===== config.mk =====
export PLATFORM = sky130hd
export DESIGN_NAME = sir_pulse_endec
export DESIGN_NICKNAME = d
export VERILOG_FILES = /design/src/rtl/sir_endec_pkg.sv /design/src/rtl/word_fifo.sv /design/src/rtl/sir_pulse_endec.sv
export SDC_FILE = /design/constraint.sdc
export NUM_CORES = 1
export LEC_CHECK = 0
export BUFFER_PORTS_ARGS = -buffer_cell sky130_fd_sc_hd__buf_4
export CORE_AREA = 3 3 154 156
export DETAILED_ROUTE_END_ITERATION = 6
export DIE_AREA = 0 0 157 159
export GPL_ROUTABILITY_DRIVEN = 0
export PLACE_DENSITY = 0.73
export SYNTH_ARGS = -nofsm -noshare
export SYNTH_HDL_FRONTEND = slang
export SYNTH_SLANG_ARGS = --single-unit

===== constraint.sdc =====
create_clock -name clk -period 5.65 [get_ports clk]
set_input_delay 0.565 -clock clk [delete_from_list [all_inputs] [get_ports clk]]
set_output_delay 0.565 -clock clk [all_outputs]
set_load 0.01 [all_outputs]

===== src/rtl/sir_endec_pkg.sv =====
package sir_endec_pkg;

  // system clock and the emulated oscillator
  localparam longint SYS_CLK_HZ = 64'd200000000;
  localparam longint OSC_HZ     = 64'd3686400;
  localparam int     ACC_W      = 32;
  // phase increment per system clock, osc_hz * 2^32 / sys_clk_hz
  localparam logic [ACC_W-1:0] OSC_INC = ACC_W'((OSC_HZ << ACC_W) / SYS_CLK_HZ);

  // baud generation: 16 samples per bit, divisor counts oscillator ticks
  localparam int         RATE_COUNT   = 13;
  localparam int         RATE_W       = 4;
  localparam int         DIV_W        = 8;
  localparam int         PHASE_W      = 4;
  localparam logic [3:0] PHASE_LAST   = 4'hF;
  localparam logic [3:0] RATE_DEFAULT = 4'h6;
  localparam logic [3:0] RATE_MAX     = 4'hC;
  // index 0..12: 1200 1800 2400 3600 4800 7200 9600 14400 19200 28800 38400 57600 115200
  localparam logic [7:0] RATE_DIVISOR [0:12] = '{
    8'hC0, 8'h80, 8'h60, 8'h40, 8'h30, 8'h20, 8'h18,
    8'h10, 8'h0C, 8'h08, 8'h06, 8'h04, 8'h02
  };

  // transmit pulse widths
  localparam longint FIXED_PULSE_PS    = 64'd1627000;
  localparam int     PCNT_W            = 3;
  // nearest whole oscillator period to the fixed width
  localparam logic [2:0] FIXED_PULSE_TICKS =
    3'((FIXED_PULSE_PS * OSC_HZ + 64'd500000000000) / 64'd1000000000000);
  localparam logic [2:0] WIDE_PULSE_TICKS  = 3'h3;

  // control word layout
  localparam int   CW_W        = 8;
  localparam int   CW_RATE_LSB = 0;
  localparam int   CW_WIDE_BIT = 4;
  localparam logic WIDE_DEFAULT = 1'b0;

  // control character receiver
  localparam logic [3:0] HALF_BIT  = 4'h7;
  localparam logic [2:0] LAST_DBIT = 3'h7;

  localparam int FIFO_DEPTH = 32;

  typedef enum logic [4:0] {
    CW_IDLE  = 5'h01,
    CW_START = 5'h02,
    CW_DATA  = 5'h04,
    CW_STOP  = 5'h08,
    CW_HOLD  = 5'h10
  } cw_state_e;

endpackage


===== src/rtl/word_fifo.sv =====
`timescale 1ns/1ps
module word_fifo #(
  parameter int WIDTH = 8,
  parameter int DEPTH = 32
) (
  input  wire logic             clk,       // system clock
  input  wire logic             arst_n,    // async reset, active low
  input  wire logic             flush,     // empty the buffer
  input  wire logic [WIDTH-1:0] in_data,   // word to store
  input  wire logic             in_valid,  // in_data present
  output logic                  in_ready,  // room for a word
  output logic      [WIDTH-1:0] out_data,  // oldest word
  output logic                  out_valid, // out_data present
  input  wire logic             out_ready  // consumer takes word
);
  localparam int AW = $clog2(DEPTH);

  logic [WIDTH-1:0] mem [0:DEPTH-1];
  logic [AW:0]      wr_ptr_reg;
  logic [AW:0]      rd_ptr_reg;

  wire full  = (wr_ptr_reg[AW] != rd_ptr_reg[AW]) && (wr_ptr_reg[AW-1:0] == rd_ptr_reg[AW-1:0]);
  wire empty = (wr_ptr_reg == rd_ptr_reg);
  wire push  = in_valid && !full && !flush;
  wire pop   = out_ready && !empty && !flush;

  assign in_ready  = !full && !flush;
  assign out_valid = !empty;
  assign out_data  = mem[rd_ptr_reg[AW-1:0]];

  always_ff @(posedge clk)
  begin
    if (push)
    begin
      mem[wr_ptr_reg[AW-1:0]] <= in_data;
    end
  end

  always_ff @(posedge clk or negedge arst_n)
  begin
    if (!arst_n)
    begin
      wr_ptr_reg <= '0;
      rd_ptr_reg <= '0;
    end
    else if (flush)
    begin
      wr_ptr_reg <= '0;
      rd_ptr_reg <= '0;
    end
    else
    begin
      if (push)
      begin
        wr_ptr_reg <= wr_ptr_reg + 1'b1;
      end
      if (pop)
      begin
        rd_ptr_reg <= rd_ptr_reg + 1'b1;
      end
    end
  end
endmodule


===== src/rtl/sir_pulse_endec.sv =====
// Behaviour
// all pulse timing derives from one 3.6864 MHz oscillator tick; fixed width uses a second phase at that rate.
// each active host transmit bit becomes one short optical pulse.
// each received optical pulse is stretched to one full bit period.
// pulse width is fixed 1.627 us or 3/16 bit, per control word.
// thirteen bit rates from 1200 to 115200 bit/s chosen by control word.
// reset input high clears all configuration state.
// reset selects 9600 bit/s and fixed 1.627 us pulse.
// transceiver shutdown output is always the inverted reset input.
// oscillator held stopped during reset, runs again after release.
// select low is data mode: encode transmit, decode receive.
// select high takes host serial data as control word, not infrared.
// new setting applies only once the select input returns low.
// host receive output and host transmit input are active high.
// optical transmit pulses are driven active high.
// transceiver delivers active-low receive pulses of at least 1.63 us.
// control word is one character at current rate; optical output idles.
`timescale 1ns/1ps
module sir_pulse_endec
  import sir_endec_pkg::*;
#(
  parameter int FIFO_DEPTH_P = FIFO_DEPTH
) (
  input  wire logic              clk,                      // system clock, 200 MHz
  input  wire logic              arst_n,                   // async reset, active low
  input  wire logic              reset_in,                 // device reset pin, active high
  input  wire logic              rate_program_select,      // high = programming mode
  input  wire logic              host_tx_in,               // host transmit data, active high
  output logic                   host_rx_out,              // stretched receive data, active high
  output logic                   optical_tx_out,           // shortened pulses, active high
  input  wire logic              optical_rx_in,            // transceiver pulses, active low
  output logic                   transceiver_shutdown_out, // inverted reset pin
  output logic                   osc_running,              // oscillator ticking
  output logic      [RATE_W-1:0] rate_index_out,           // active rate index
  output logic                   wide_pulse_out            // 1 = 3/16 bit pulse
);

  // configuration
  logic [RATE_W-1:0] rate_reg;
  logic              wide_reg;

  // oscillator and baud ticks
  logic [ACC_W-1:0]  acc_reg;
  logic [DIV_W-1:0]  div_cnt_reg;

  // encoder
  logic               tx_busy_reg;
  logic               tx_pulse_reg;
  logic [PHASE_W-1:0] tx_phase_reg;
  logic [PCNT_W-1:0]  tx_pcnt_reg;
  logic [ACC_W-1:0]   tx_acc_reg;

  // decoder
  logic               rx_prev_low_reg;
  logic               rx_out_reg;
  logic [PHASE_W-1:0] rx_phase_reg;

  // control word receiver
  cw_state_e          cw_state_reg;
  cw_state_e          cw_state_next;
  logic [PHASE_W-1:0] cw_phase_reg;
  logic [2:0]         cw_bit_reg;
  logic [CW_W-1:0]    cw_shift_reg;

  // fifo
  logic              fifo_in_ready;
  logic [CW_W-1:0]   fifo_out_data;
  logic              fifo_out_valid;

  // shutdown follows inverted reset
  assign transceiver_shutdown_out = !reset_in;

  // select low, data mode
  wire data_mode = !rate_program_select && !reset_in;
  wire prog_mode = rate_program_select && !reset_in;

  // oscillator stopped while reset pin high
  // osc_tick drives baud and stretch timing; fixed pulse width counts its own phase at the same rate
  wire [ACC_W:0] acc_sum   = {1'b0, acc_reg} + {1'b0, OSC_INC};
  wire           osc_tick  = acc_sum[ACC_W] && !reset_in;
  assign osc_running       = !reset_in;

  // divisor picked by rate index
  wire [DIV_W-1:0] div_now  = RATE_DIVISOR[rate_reg];
  wire             div_wrap = (div_cnt_reg >= div_now - 1'b1);
  wire             b16_tick = osc_tick && div_wrap;

  always_ff @(posedge clk or negedge arst_n)
  begin
    if (!arst_n)
    begin
      acc_reg     <= '0;
      div_cnt_reg <= '0;
    end
    else if (reset_in)
    begin
      acc_reg     <= '0;
      div_cnt_reg <= '0;
    end
    else
    begin
      acc_reg <= acc_sum[ACC_W-1:0];
      if (osc_tick)
      begin
        div_cnt_reg <= div_wrap ? '0 : div_cnt_reg + 1'b1;
      end
    end
  end

  // pulse length counted in osc ticks or 16x ticks
  // own oscillator phase, restarted per pulse, so fixed width is whole periods
  wire [ACC_W:0]    tx_acc_sum  = {1'b0, tx_acc_reg} + {1'b0, OSC_INC};
  wire              pulse_tick  = wide_reg ? b16_tick : tx_acc_sum[ACC_W];
  wire [PCNT_W-1:0] pulse_limit = wide_reg ? WIDE_PULSE_TICKS : FIXED_PULSE_TICKS;
  wire              pulse_end   = tx_pulse_reg && pulse_tick && (tx_pcnt_reg == pulse_limit - 1'b1);
  wire              bit_end     = tx_busy_reg && b16_tick && (tx_phase_reg == PHASE_LAST);
  // active bit is a high level on host_tx_in
  wire              tx_start    = host_tx_in && (!tx_busy_reg || bit_end);

  always_ff @(posedge clk or negedge arst_n)
  begin
    if (!arst_n)
    begin
      tx_acc_reg   <= '0;
      tx_busy_reg  <= 1'b0;
      tx_pulse_reg <= 1'b0;
      tx_phase_reg <= '0;
      tx_pcnt_reg  <= '0;
    end
    else if (!data_mode)
    begin
      // optical output idle outside data mode
      tx_acc_reg   <= '0;
      tx_busy_reg  <= 1'b0;
      tx_pulse_reg <= 1'b0;
      tx_phase_reg <= '0;
      tx_pcnt_reg  <= '0;
    end
    else if (tx_start)
    begin
      // one pulse per active bit
      tx_acc_reg   <= '0;
      tx_busy_reg  <= 1'b1;
      tx_pulse_reg <= 1'b1;
      tx_phase_reg <= '0;
      tx_pcnt_reg  <= '0;
    end
    else
    begin
      tx_acc_reg <= tx_acc_sum[ACC_W-1:0];
      if (bit_end)
      begin
        tx_busy_reg <= 1'b0;
      end
      if (b16_tick)
      begin
        tx_phase_reg <= tx_phase_reg + 1'b1;
      end
      if (pulse_end)
      begin
        tx_pulse_reg <= 1'b0;
      end
      else if (tx_pulse_reg && pulse_tick)
      begin
        tx_pcnt_reg <= tx_pcnt_reg + 1'b1;
      end
    end
  end

  // active-high optical pulse
  assign optical_tx_out = tx_pulse_reg;

  // receive pulse is low on optical_rx_in
  wire rx_low  = !optical_rx_in;
  wire rx_edge = rx_low && !rx_prev_low_reg;
  wire rx_done = rx_out_reg && b16_tick && (rx_phase_reg == PHASE_LAST);

  always_ff @(posedge clk or negedge arst_n)
  begin
    if (!arst_n)
    begin
      rx_prev_low_reg <= 1'b0;
      rx_out_reg      <= 1'b0;
      rx_phase_reg    <= '0;
    end
    else
    begin
      rx_prev_low_reg <= rx_low;
      if (!data_mode)
      begin
        rx_out_reg   <= 1'b0;
        rx_phase_reg <= '0;
      end
      else if (rx_edge)
      begin
        // stretch to one bit period
        rx_out_reg   <= 1'b1;
        rx_phase_reg <= '0;
      end
      else if (rx_done)
      begin
        rx_out_reg <= 1'b0;
      end
      else if (rx_out_reg && b16_tick)
      begin
        rx_phase_reg <= rx_phase_reg + 1'b1;
      end
    end
  end

  // stretched data active high
  assign host_rx_out = rx_out_reg;

  // host serial data read as control word in programming mode
  // one character at the active rate, start bit high
  wire cw_mid   = b16_tick && (cw_phase_reg == HALF_BIT);
  wire cw_full  = b16_tick && (cw_phase_reg == PHASE_LAST);
  wire cw_valid = (cw_state_reg == CW_HOLD);
  wire cw_push  = cw_valid && fifo_in_ready;

  always_comb
  begin
    cw_state_next = cw_state_reg;
    case (cw_state_reg)
      CW_IDLE:
      begin
        if (prog_mode && host_tx_in)
        begin
          cw_state_next = CW_START;
        end
      end
      CW_START:
      begin
        if (cw_mid)
        begin
          cw_state_next = host_tx_in ? CW_DATA : CW_IDLE;
        end
      end
      CW_DATA:
      begin
        if (cw_full && (cw_bit_reg == LAST_DBIT))
        begin
          cw_state_next = CW_STOP;
        end
      end
      CW_STOP:
      begin
        if (cw_full)
        begin
          cw_state_next = host_tx_in ? CW_IDLE : CW_HOLD;
        end
      end
      CW_HOLD:
      begin
        if (cw_push)
        begin
          cw_state_next = CW_IDLE;
        end
      end
      default:
      begin
        cw_state_next = CW_IDLE;
      end
    endcase
  end

  always_ff @(posedge clk or negedge arst_n)
  begin
    if (!arst_n)
    begin
      cw_state_reg <= CW_IDLE;
      cw_phase_reg <= '0;
      cw_bit_reg   <= '0;
      cw_shift_reg <= '0;
    end
    // pin reset also drops a held word
    else if (reset_in || (!prog_mode && !cw_valid))
    begin
      cw_state_reg <= CW_IDLE;
      cw_phase_reg <= '0;
      cw_bit_reg   <= '0;
    end
    else
    begin
      cw_state_reg <= cw_state_next;
      if (cw_state_reg == CW_IDLE)
      begin
        cw_phase_reg <= '0;
        cw_bit_reg   <= '0;
      end
      else if (cw_mid && (cw_state_reg == CW_START))
      begin
        cw_phase_reg <= '0;
      end
      else if (b16_tick)
      begin
        cw_phase_reg <= cw_phase_reg + 1'b1;
      end
      // sample at bit centre; active level means a zero bit
      if (cw_full && (cw_state_reg == CW_DATA))
      begin
        cw_shift_reg <= {!host_tx_in, cw_shift_reg[CW_W-1:1]};
        cw_bit_reg   <= cw_bit_reg + 1'b1;
      end
    end
  end

  // stored words drain only when select is low
  wire fifo_pop = fifo_out_valid && data_mode;

  word_fifo #(
    .WIDTH (CW_W),
    .DEPTH (FIFO_DEPTH_P)
  ) u_cw_fifo (
    .clk       (clk),
    .arst_n    (arst_n),
    .flush     (reset_in),
    .in_data   (cw_shift_reg),
    .in_valid  (cw_valid),
    .in_ready  (fifo_in_ready),
    .out_data  (fifo_out_data),
    .out_valid (fifo_out_valid),
    .out_ready (data_mode)
  );

  wire [RATE_W-1:0] word_rate = fifo_out_data[CW_RATE_LSB +: RATE_W];
  wire              rate_ok   = (word_rate <= RATE_MAX);

  always_ff @(posedge clk or negedge arst_n)
  begin
    if (!arst_n)
    begin
      rate_reg <= RATE_DEFAULT;
      wide_reg <= WIDE_DEFAULT;
    end
    // reset pin clears configuration
    // defaults 9600 bit/s, fixed pulse
    else if (reset_in)
    begin
      rate_reg <= RATE_DEFAULT;
      wide_reg <= WIDE_DEFAULT;
    end
    // apply after select returns low
    else if (fifo_pop)
    begin
      if (rate_ok)
      begin
        rate_reg <= word_rate;
      end
      wide_reg <= fifo_out_data[CW_WIDE_BIT];
    end
  end

  assign rate_index_out = rate_reg;
  assign wide_pulse_out = wide_reg;

endmodule


==> impl_metrics.ini, run 1 <==
[worst_setup_path]
cp.arrival_ns = 4.52
crit_top_cell = sky130_fd_sc_hd__o21ai_0
critPathLaunchType = flop
cp_data_required_time_ns = 6.04
worst-path-buf-inv = 3
cp_slowest_cell = sky130_fd_sc_hd__dfstp_2
worst_setup_path_end_kind = flop
critPathMaxFanout = 39
critical_path.max_stage_delay_ns = 0.62
timing.setup.critical_path_class = flop to flop
critical_path.cell_chain = nor2b_1 > o21ai_0 > ha_1 > inv_1 > o21ai_0 > a21oi_1 > o221ai_1 > ha_1 > o21ai_0 > a21oi_1 > a221oi_1 > buf_4 > a2111oi_4 > buf_4 > a41o_1 > a21o_2 > nor3_1
path_delay_family = compound AO/OA/AOI/OAI gates

[timing]
worst_slew_pin_slew_ns = 1.20
skew_ns = 0.00818
grt_setup_unrepaired = false
layout_worst_path_cycle_share_pct = 73.0
slew_headroom_pct = 20.3
maxSlewViolCount = 0
final-setup-viol-count = 0
max_fclk_mhz = 243
tns_ns = 0
timing.final.crit_period_ns = 4.12
final.setup.worst_slack_ns = 1.53
worst_hold_slack_ns = 0.153
finalHoldViolCount = 0

[global_routing]
grt-ovfl-total = 0
grt_use_total_pct = 21.1
antenna_found_initial = 0
grt_first_pass_wirelength_um = 42400
grt_start_max_net_pins = 73
vias_in_the_first_global_route = 7970

[cells_and_area]
most_frequent_standard_cell_in_the_layout_excluding_fill_and_tap_cells = sky130_fd_sc_hd__edfxtp_1
final_cell_count_without_fillers = 1350
diodes = 0
postLayoutCellArea_um2 = 14200
layout.cells.most_common_list = sky130_fd_sc_hd__edfxtp_1, sky130_fd_sc_hd__nor2_1, sky130_fd_sc_hd__dfrtp_1
area.growth.synth_to_final_pct = 9.58
nFillCells = 1670
layout-drive-gt1-share_pct = 11.3
final-seq-area_um2 = 7920
multiInputGateArea_um2 = 4810
nets = 1070
largest_reg_flops = 160
final_util_pct = 63.2

[cts]
depth_of_the_cts_h_tree = 1
cts_tree = built
clockBufferDepth = 3
tritoncts.num_buffers = 29
cts_root_buffer = sky130_fd_sc_hd__clkbuf_16
clk_pin_slew_ns = 0.06
hold_buffers = 0
clock-sinks = 284
post_cts_resized = 0
clock_latency_ns = 0.54
post_cts_buffers = 0

[route]
route.final.wire_length_um = 25800
count_of_antenna_violating_nets_left_after_detailed_routing = 0
detailroute.via_count = 8041
drt_first_pass_iters = 5
remaining_drc_errors = 0
drtIter0Drc = 575
post_drt_via_cell_ratio = 5.96
avgRoutedWirePerCell_um = 19.1

[placement]
post-place-ws_ns = 1.52
io_buffer_count = 14
place.detailed.instances = 1296
place_hpwl_um = 16100
dpl-instance-area_um2 = 13300

[synthesis]
ys_seq_area_share_pct = 60.9
ys_warnings = 0
synth_enable_flop_cells = 160
synth.avg_cell_area_um2 = 12.6
syn_inst = 1030
synth.cell_area_um2 = 13000
synth_async_sr_flop_share_pct = 43.7
yosys_most_used_dff = sky130_fd_sc_hd__edfxtp_1
total_nets_after_synthesis = 1058
post_synth_num_cell_types = 74
synth-seq-cells = 284

[run_status]
run_status = complete, no violations

[pwr]
vdd.ir_drop.worst_uv = 286
design_power_total_mw = 4.57
leakage_power_summed_over_all_cells_nw = 5.30
power.density_cell_area_nw_per_um2 = 321

[min_path]
min-delay-path-class = primary input to async pin

[die]
die_area_um2 = 25000
die_width_um = 157
top_level_ports = 15
num_rows = 55
core_um2 = 22500
die_height_um = 159
floorplan.initialDensity_pct = 57.7

[flow_run]
maxCapViolCount = 0
-- layer usage --
layer	GRT usage, %	part of all wire, %
met1	30.6	45
met2	33.3	47
met3	3.18	4.7
met4	6.45	3.0
met5	0.198	0
-- cells by family (layout without fill, tap and decap cells) --
group / count (synthesis) / in the layout / share of synthesized area, %
simple gates: 371 / 371 / 13.5
flops: 284 / 284 / 60.9
compound gates: 159 / 159 / 8.31
mux: 73 / 73 / 8.83
xor+xnor: 63 / 63 / 4.25
buf+inv: 58 / 93 / 2.03
fa+ha+maj: 22 / 22 / 2.12
-- path summary, 6_finish.rpt --
path                                                from                           to  slack [ns]  cells after the start
hold / removal                                    arst_n        acc_reg[22]$_DFF_PN0_        0.15                      1
max in group asynchronous                         arst_n  tx_phase_reg[2]$_DFFE_PN0P_        4.30                      2
setup reg to reg           rate_index_out[1]$_DFFE_PN1P_      tx_acc_reg[9]$_DFF_PN0_        1.53                     17
setup / recovery           rate_index_out[1]$_DFFE_PN1P_      tx_acc_reg[9]$_DFF_PN0_        1.53                     17
hold reg to reg                     acc_reg[0]$_DFF_PN0_         acc_reg[0]$_DFF_PN0_        0.45                      1
min in group clk                           optical_rx_in    rx_prev_low_reg$_DFF_PN0_        0.17                      2
-- synth_stat cells (4+ instances only) --
| cell type | count | share of area, % |
|---|---|---|
| sky130_fd_sc_hd__a211oi_1 | 4 | 0.23 |
| sky130_fd_sc_hd__a21o_1 | 4 | 0.23 |
| sky130_fd_sc_hd__a21oi_1 | 39 | 1.5 |
| sky130_fd_sc_hd__a22o_1 | 5 | 0.34 |
| sky130_fd_sc_hd__a22oi_1 | 10 | 0.58 |
| sky130_fd_sc_hd__a31oi_1 | 6 | 0.29 |
| sky130_fd_sc_hd__and2_1 | 8 | 0.39 |
| sky130_fd_sc_hd__and3_1 | 10 | 0.48 |
| sky130_fd_sc_hd__buf_1 | 7 | 0.20 |
| sky130_fd_sc_hd__buf_2 | 7 | 0.27 |
| sky130_fd_sc_hd__buf_4 | 4 | 0.23 |
| sky130_fd_sc_hd__clkbuf_1 | 18 | 0.52 |
| sky130_fd_sc_hd__dfrtp_1 | 121 | 23 |
| sky130_fd_sc_hd__edfxtp_1 | 160 | 37 |
| sky130_fd_sc_hd__ha_1 | 22 | 2.1 |
| sky130_fd_sc_hd__inv_1 | 19 | 0.55 |
| sky130_fd_sc_hd__mux2_2 | 12 | 1.0 |
| sky130_fd_sc_hd__mux2i_1 | 29 | 2.2 |
| sky130_fd_sc_hd__mux4_2 | 32 | 5.6 |
| sky130_fd_sc_hd__nand2_1 | 75 | 2.2 |
| sky130_fd_sc_hd__nand2b_1 | 8 | 0.39 |
| sky130_fd_sc_hd__nand3_1 | 28 | 1.1 |
| sky130_fd_sc_hd__nand3b_1 | 9 | 0.52 |
| sky130_fd_sc_hd__nand4_1 | 14 | 0.67 |
| sky130_fd_sc_hd__nor2_1 | 147 | 4.3 |
| sky130_fd_sc_hd__nor2b_1 | 13 | 0.63 |
| sky130_fd_sc_hd__nor3_1 | 23 | 0.89 |
| sky130_fd_sc_hd__nor3b_1 | 7 | 0.40 |
| sky130_fd_sc_hd__o211a_1 | 4 | 0.31 |
| sky130_fd_sc_hd__o211ai_1 | 6 | 0.35 |
| sky130_fd_sc_hd__o21a_1 | 5 | 0.29 |
| sky130_fd_sc_hd__o21ai_0 | 38 | 1.5 |
| sky130_fd_sc_hd__o31ai_1 | 5 | 0.29 |
| sky130_fd_sc_hd__or2_2 | 7 | 0.34 |
| sky130_fd_sc_hd__or3_1 | 7 | 0.34 |
| sky130_fd_sc_hd__xnor2_1 | 23 | 1.6 |
| sky130_fd_sc_hd__xor2_1 | 40 | 2.7 |
-- cell type report --
cell class              count  area share (%)
clock buffers              41            5.56
repair buffers             20            1.06
clock inverters            13           0.950
flip-flops and latches    284            55.6
multi-input cells         688            33.8
inverters                  19           0.501
well taps                 285            2.51
-- report_power, final --
group	internal, mW	switching, mW
clock network	1.10	0.763
registers	2.24	0.0968
logic	0.159	0.201
total	3.51	1.06
Note: power is estimated with default switching activity, not from simulation.
==> run 2, diff against run 1 <==
ABC_AREA = 1   (was unset)
CORE_AREA = 3 3 160 162   (was 3 3 154 156)
DIE_AREA = 0 0 163 165   (was 0 0 157 159)
PLACE_DENSITY = 0.75   (was 0.73)
clock period = 3.5 ns   (was 5.65 ns; I/O delays follow)
==> run 2 against run 1 <==
Combinational power grew 97%; utilization shrank 0.39 points; first-iteration DRC count grew 75%; die area grew 7.7%; critical endpoint is now tx_acc_reg[12]$_DFF_PN0_; largest power group unchanged.
==> impl_metrics.ini, run 2 <==
[cells_and_area]
layout.cells.most_common_list = sky130_fd_sc_hd__nor2_1, sky130_fd_sc_hd__nand2_1, sky130_fd_sc_hd__edfxtp_1
nets = 1549
diodes = 0
layout-drive-gt1-share_pct = 6.29
most_frequent_standard_cell_in_the_layout_excluding_fill_and_tap_cells = sky130_fd_sc_hd__nor2_1
area.growth.synth_to_final_pct = 10.7
largest_reg_flops = 160
final_cell_count_without_fillers = 1867

[min_path]
min-delay-path-class = primary input to flop

[synthesis]
synth_enable_flop_cells = 160
synth_async_sr_flop_share_pct = 43.7
total_nets_after_synthesis = 1529
yosysTopAreaCellShare_pct = 34.9
synth_top_cell_by_area = sky130_fd_sc_hd__edfxtp_1
most_repeated_cell_in_the_gate_level_netlist_after_synthesis = sky130_fd_sc_hd__nor2_1
ys_seq_area_share_pct = 57.5
synth.cell_area_um2 = 13800
netlist_top_cells_area = sky130_fd_sc_hd__edfxtp_1, sky130_fd_sc_hd__dfrtp_1, sky130_fd_sc_hd__nor2_1, sky130_fd_sc_hd__nand2_1, sky130_fd_sc_hd__o21ai_0
syn_inst = 1501
post_synth_num_cell_types = 46
yosys_most_used_dff = sky130_fd_sc_hd__edfxtp_1
synth-seq-cells = 284
netlist_top_cells_count = sky130_fd_sc_hd__nor2_1, sky130_fd_sc_hd__nand2_1, sky130_fd_sc_hd__edfxtp_1
ys_warnings = 0
synth.avg_cell_area_um2 = 9.17

[timing]
worst_slew_pin_slew_ns = 1.11
final-setup-viol-count = 0
timing.final.crit_period_ns = 3.22
maxSlewViolCount = 0
worst_hold_slack_ns = 0.107
finalHoldViolCount = 0
layout_worst_path_cycle_share_pct = 91.9
slew_headroom_pct = 25.7
skew_ns = 0.0105
grt_setup_unrepaired = true
max_fclk_mhz = 311

[pwr]
leakage_power_summed_over_all_cells_nw = 5.77
power.density_cell_area_nw_per_um2 = 490
vdd.ir_drop.worst_uv = 320

[cts]
clockBufferDepth = 3
clock_latency_ns = 0.56
depth_of_the_cts_h_tree = 1
clk_pin_slew_ns = 0.06
cts_root_buffer = sky130_fd_sc_hd__clkbuf_16
cts_tree = built
clock-sinks = 284
tritoncts.num_buffers = 30
post_cts_buffers = 0

[flow_run]
maxCapViolCount = 0

[global_routing]
grt_first_pass_wirelength_um = 49400
grt_use_total_pct = 22.4
antenna_found_initial = 0
grt-ovfl-total = 0
grt_start_max_net_pins = 83
vias_in_the_first_global_route = 10100

[die]
die_width_um = 163
floorplan.initialDensity_pct = 56.8
die_height_um = 165
top_level_ports = 15
core_um2 = 24200
die_area_um2 = 26900
num_rows = 57

[worst_setup_path]
worst_setup_path_end_kind = flop
cp_data_required_time_ns = 3.94
timing.setup.critical_path_class = flop to flop
critPathMaxFanout = 18
critPathLaunchType = flop
cp.arrival_ns = 3.66

[route]
detailroute.via_count = 10600
drt_first_pass_iters = 7
drtIter0Drc = 1004
remaining_drc_errors = 0
avgRoutedWirePerCell_um = 16.2
route.final.wire_length_um = 30200
count_of_antenna_violating_nets_left_after_detailed_routing = 0
post_drt_via_cell_ratio = 5.67

[placement]
io_buffer_count = 14
place.detailed.instances = 1810
place_hpwl_um = 19500

[run_status]
run_status = complete, no violations
## run 2: final timing paths
path                                               start                        to  slack, ns  cells past startpoint
setup / recovery           rate_index_out[1]$_DFFE_PN1P_  tx_acc_reg[12]$_DFF_PN0_       0.28                     21
hold / removal                                  reset_in      acc_reg[2]$_DFF_PN0_       0.11                      2
setup reg to reg           rate_index_out[1]$_DFFE_PN1P_  tx_acc_reg[12]$_DFF_PN0_       0.28                     21
hold reg to reg                     acc_reg[0]$_DFF_PN0_      acc_reg[0]$_DFF_PN0_       0.45                      1
max in group asynchronous                         arst_n  tx_acc_reg[21]$_DFF_PN0_       2.12                      3
min in group asynchronous                         arst_n      acc_reg[9]$_DFF_PN0_       0.49                      2
## run 2: logic make-up after synthesis
family                     count (synthesis)  share of synthesized area, %
and+or+nand+nor                          677                          20.6
DFF                                      284                          57.5
AOI/OAI and AO/OA                        276                          11.0
buffers and inverters                    193                          5.76
xor gates and xnor gates                  45                          2.86
adders and majority gates                 22                          2.00
muxes                                      4                         0.291
## run 2: layout make-up
class,instances,area [um2]
multi-input combinational,1024,5100
clock inverter,13,134
clock buffer,41,812
fill,1943,9010
sequential,284,7910
timing repair buffer,35,327
inverter,146,548
tap,324,405
## run 2: worst max-delay path: stages, from the launching register on
cell and delay, ns:
sky130_fd_sc_hd__dfstp_2 0.56, sky130_fd_sc_hd__inv_1 0.07, sky130_fd_sc_hd__nor2_1 0.08, sky130_fd_sc_hd__inv_1 0.07, sky130_fd_sc_hd__nand2_1 0.09, sky130_fd_sc_hd__nand2_1 0.08
sky130_fd_sc_hd__ha_1 0.23, sky130_fd_sc_hd__nand2_1 0.09, sky130_fd_sc_hd__a31oi_2 0.05, sky130_fd_sc_hd__nand3_1 0.10, sky130_fd_sc_hd__xor2_1 0.16, sky130_fd_sc_hd__inv_1 0.06
sky130_fd_sc_hd__ha_1 0.28, sky130_fd_sc_hd__nand2_1 0.06, sky130_fd_sc_hd__o21a_1 0.20, sky130_fd_sc_hd__nand2_2 0.12, sky130_fd_sc_hd__nand3_4 0.16, sky130_fd_sc_hd__o21ai_4 0.18
sky130_fd_sc_hd__nand2_1 0.12, sky130_fd_sc_hd__nand2_4 0.11, sky130_fd_sc_hd__clkbuf_16 0.18, sky130_fd_sc_hd__nor2_1 0.05
## run 2: stage by stage
step	setup WS (ns)	area (um2)	power, mW	TNS (ns)	utilization (%)
floorplan	0.545	13800	4.27	0	-
global placement	0.332	14200	4.44	0	58.6
detailed placement	0.194	14200	4.46	0	58.6
CTS	0.183	15200	7.50	0	62.6
global route	-0.00734	15200	7.77	-0.00734	62.8
finish	0.283	15200	7.46	0	62.8
## run 2: metal layers
layer,part of all wire [%],global-route usage [%],up-vias
met5,0,0,-
met4,2.6,7.19,0
met3,6.0,3.29,64
met2,47,36.8,330
met1,45,31.1,5067
li1,-,-,5120
## run 2: power by group
part           switching [mW]  internal, mW
logic                   0.477         0.231
registers               0.108          3.61
clock network            1.27          1.77
total                    1.86          5.60
## run 2: timing repair
action,4_1_cts,5_1_grt
endpoints found under the hold margin,62,0
resized for setup,0,8
setup endpoints to repair,0,50
hold buffers,2,0
==> run 3, diff against run 2 <==
BUFFER_PORTS_ARGS = -buffer_cell sky130_fd_sc_hd__buf_2   (was -buffer_cell sky130_fd_sc_hd__buf_4)
CORE_AREA = 2 2 159 161   (was 3 3 160 162)
DIE_AREA = 0 0 161 163   (was 0 0 163 165)
clock period = 2.9 ns   (was 3.5 ns; I/O delays follow)
==> run 3 against run 2 <==
The run now ends with negative setup slack left; die area shrank 2.4%; combinational power grew 37%; setup slack lost 0.46 ns; power increased by 22%; sequential share of layout area down 1.7 points; clock-buffer cell count is the same; clock power up 20%; via count grew 1.6%; design area increased by 3.4%; maximum frequency increased by 4.5%; wire length is 3.1% higher.
==> impl_metrics.ini, run 3 (synthesis results as in run 2) <==
[timing]
timing.final.crit_period_ns = 3.08
tns_ns = -5.47
slew_headroom_pct = 24.5
worst_slew_pin_slew_ns = 1.13
worst_hold_slack_ns = 0.105
skew_ns = 0.0203
final.setup.worst_slack_ns = -0.177
max_fclk_mhz = 325
final-setup-viol-count = 59
grt_setup_unrepaired = true
finalHoldViolCount = 0
maxSlewViolCount = 0
layout_worst_path_cycle_share_pct = 106

[global_routing]
grt_use_total_pct = 23.8
vias_in_the_first_global_route = 10400
antenna_found_initial = 0
grt_first_pass_wirelength_um = 50600
grt-ovfl-total = 0
grt_start_max_net_pins = 61

[cells_and_area]
final_cell_count_without_fillers = 1918
area.growth.synth_to_final_pct = 14.5
nets = 1593
layout-drive-gt1-share_pct = 11.6
final-seq-area_um2 = 7910
layout.cells.most_common_list = sky130_fd_sc_hd__nor2_1, sky130_fd_sc_hd__nand2_1, sky130_fd_sc_hd__edfxtp_1
most_frequent_standard_cell_in_the_layout_excluding_fill_and_tap_cells = sky130_fd_sc_hd__nor2_1
largest_reg_flops = 160
nFillCells = 1947
diodes = 0
multiInputGateArea_um2 = 5320
postLayoutCellArea_um2 = 15800

[cts]
tritoncts.num_buffers = 29
cts_tree = built
clk_pin_slew_ns = 0.06
depth_of_the_cts_h_tree = 1
clockBufferDepth = 3
clock-sinks = 284
clock_latency_ns = 0.56
cts_root_buffer = sky130_fd_sc_hd__clkbuf_16

[min_path]
min-delay-path-class = primary input to flop
worst_hold_path.endpoint = cw_state_reg[0]$_DFFE_PN1P_
hold_depth = 4
holdCritStartpoint = rate_program_select

[die]
top_level_ports = 15
num_rows = 58
die_height_um = 163
core_um2 = 24700
die_area_um2 = 26200
die_width_um = 161
floorplan.initialDensity_pct = 55.8

[run_status]
run_status = finished, violations left
violations = negative setup slack

[route]
post_drt_via_cell_ratio = 5.61
remaining_drc_errors = 0
detailroute.via_count = 10800
drt_first_pass_iters = 6
count_of_antenna_violating_nets_left_after_detailed_routing = 0
route.final.wire_length_um = 31100
drtIter0Drc = 984
avgRoutedWirePerCell_um = 16.2

[worst_setup_path]
r2r-end = rx_phase_reg[3]$_DFFE_PN0P_
r2r_start = rate_index_out[1]$_DFFE_PN1P_
critPathLaunchType = flop
cp_data_required_time_ns = 3.36
ff2ff_setup_slack_ns = -0.18
r2r.worst_path.cells = 20
cp.arrival_ns = 3.54
worst_setup_path_end_kind = flop
critPathMaxFanout = 6
timing.setup.critical_path_class = flop to flop
critical_path.max_stage_delay_ns = 0.54
startpoint = rate_index_out[1]$_DFFE_PN1P_
cp_slowest_cell = sky130_fd_sc_hd__dfstp_2
critical_path.cell_chain = inv_2 > nor2_4 > inv_2 > nand2_4 > buf_4 > buf_4 > o211ai_1 > buf_4 > xor2_1 > ha_1 > a21oi_2 > o21a_1 > nand2_2 > nand3_4 > buf_12 > nor2_4 > inv_2 > nor2_2 > nor2_1 > nor3_1

[placement]
place_hpwl_um = 19900
place.detailed.instances = 1848
dpl-instance-area_um2 = 14400
io_buffer_count = 14

[flow_run]
maxCapViolCount = 0

[pwr]
design_power_total_mw = 9.09
vdd.ir_drop.worst_uv = 546
leakage_power_summed_over_all_cells_nw = 6.02
power.density_cell_area_nw_per_um2 = 577
## run 3: worst max path at each step
stage / end / slack (ns) / depth (start not counted)
2_1_floorplan: cw_shift_reg[1]$_DFFE_PN0P_ / -0.05 / 19
3_3_place_gp: tx_pcnt_reg[2]$_DFFE_PN0P_ / -0.15 / 22
3_5_place_dp: rx_phase_reg[3]$_DFFE_PN0P_ / -0.27 / 21
4_1_cts: tx_acc_reg[11]$_DFF_PN0_ / -0.15 / 21
5_1_grt: rx_phase_reg[3]$_DFFE_PN0P_ / -0.36 / 20
6_report: rx_phase_reg[3]$_DFFE_PN0P_ / -0.18 / 20
## run 3: layer usage
layer	track usage, %	vias to the layer above	part of all wire [%]
li1	-	5214	-
met4	7.39	0	2.4
met5	0	-	0
met1	32.4	5147	43
met3	3.06	53	6.3
met2	40.2	340	48
## run 3: final cells by class
type | count | area share, %
repair buffers | 80 | 4.03
well taps | 330 | 2.62
clock buffers | 41 | 5.14
flip-flops and latches | 284 | 50.2
clock inverters | 13 | 0.762
multi-input cells | 1024 | 33.8
inverters | 146 | 3.48
## run 3: what timing repair did
action,in CTS,in global routing
endpoints found under the setup margin,63,74
pin swaps,10,19
setup buffers,8,5
gates cloned,1,0
endpoints found under the hold margin,39,0
gates resized for setup,31,35
hold buffers,2,0
## run 3: power by group
group	internal [mW]	leakage (nW)	switching, mW
sequential	4.35	2.52	0.132
combinational	0.345	3.05	0.622
clock	2.12	0.455	1.53
## run 3: worst max-delay path, delay by kind of cell, from the launching register on
| kind | cells | cell delay (ns) |
|---|---|---|
| fa+ha+maj | 1 | 0.32 |
| simple gates | 8 | 0.87 |
| compound gates | 3 | 0.38 |
| xor+xnor | 1 | 0.16 |
| buf+inv | 7 | 0.71 |
| flops | 1 | 0.54 |
## run 3: metrics by stage
step / setup WS, ns / util, %
after floorplan: -0.0490 / -
after global placement: -0.153 / 58.5
after detailed placement: -0.267 / 58.5
after CTS: -0.149 / 63.2
after global routing: -0.360 / 63.9
final: -0.177 / 63.9
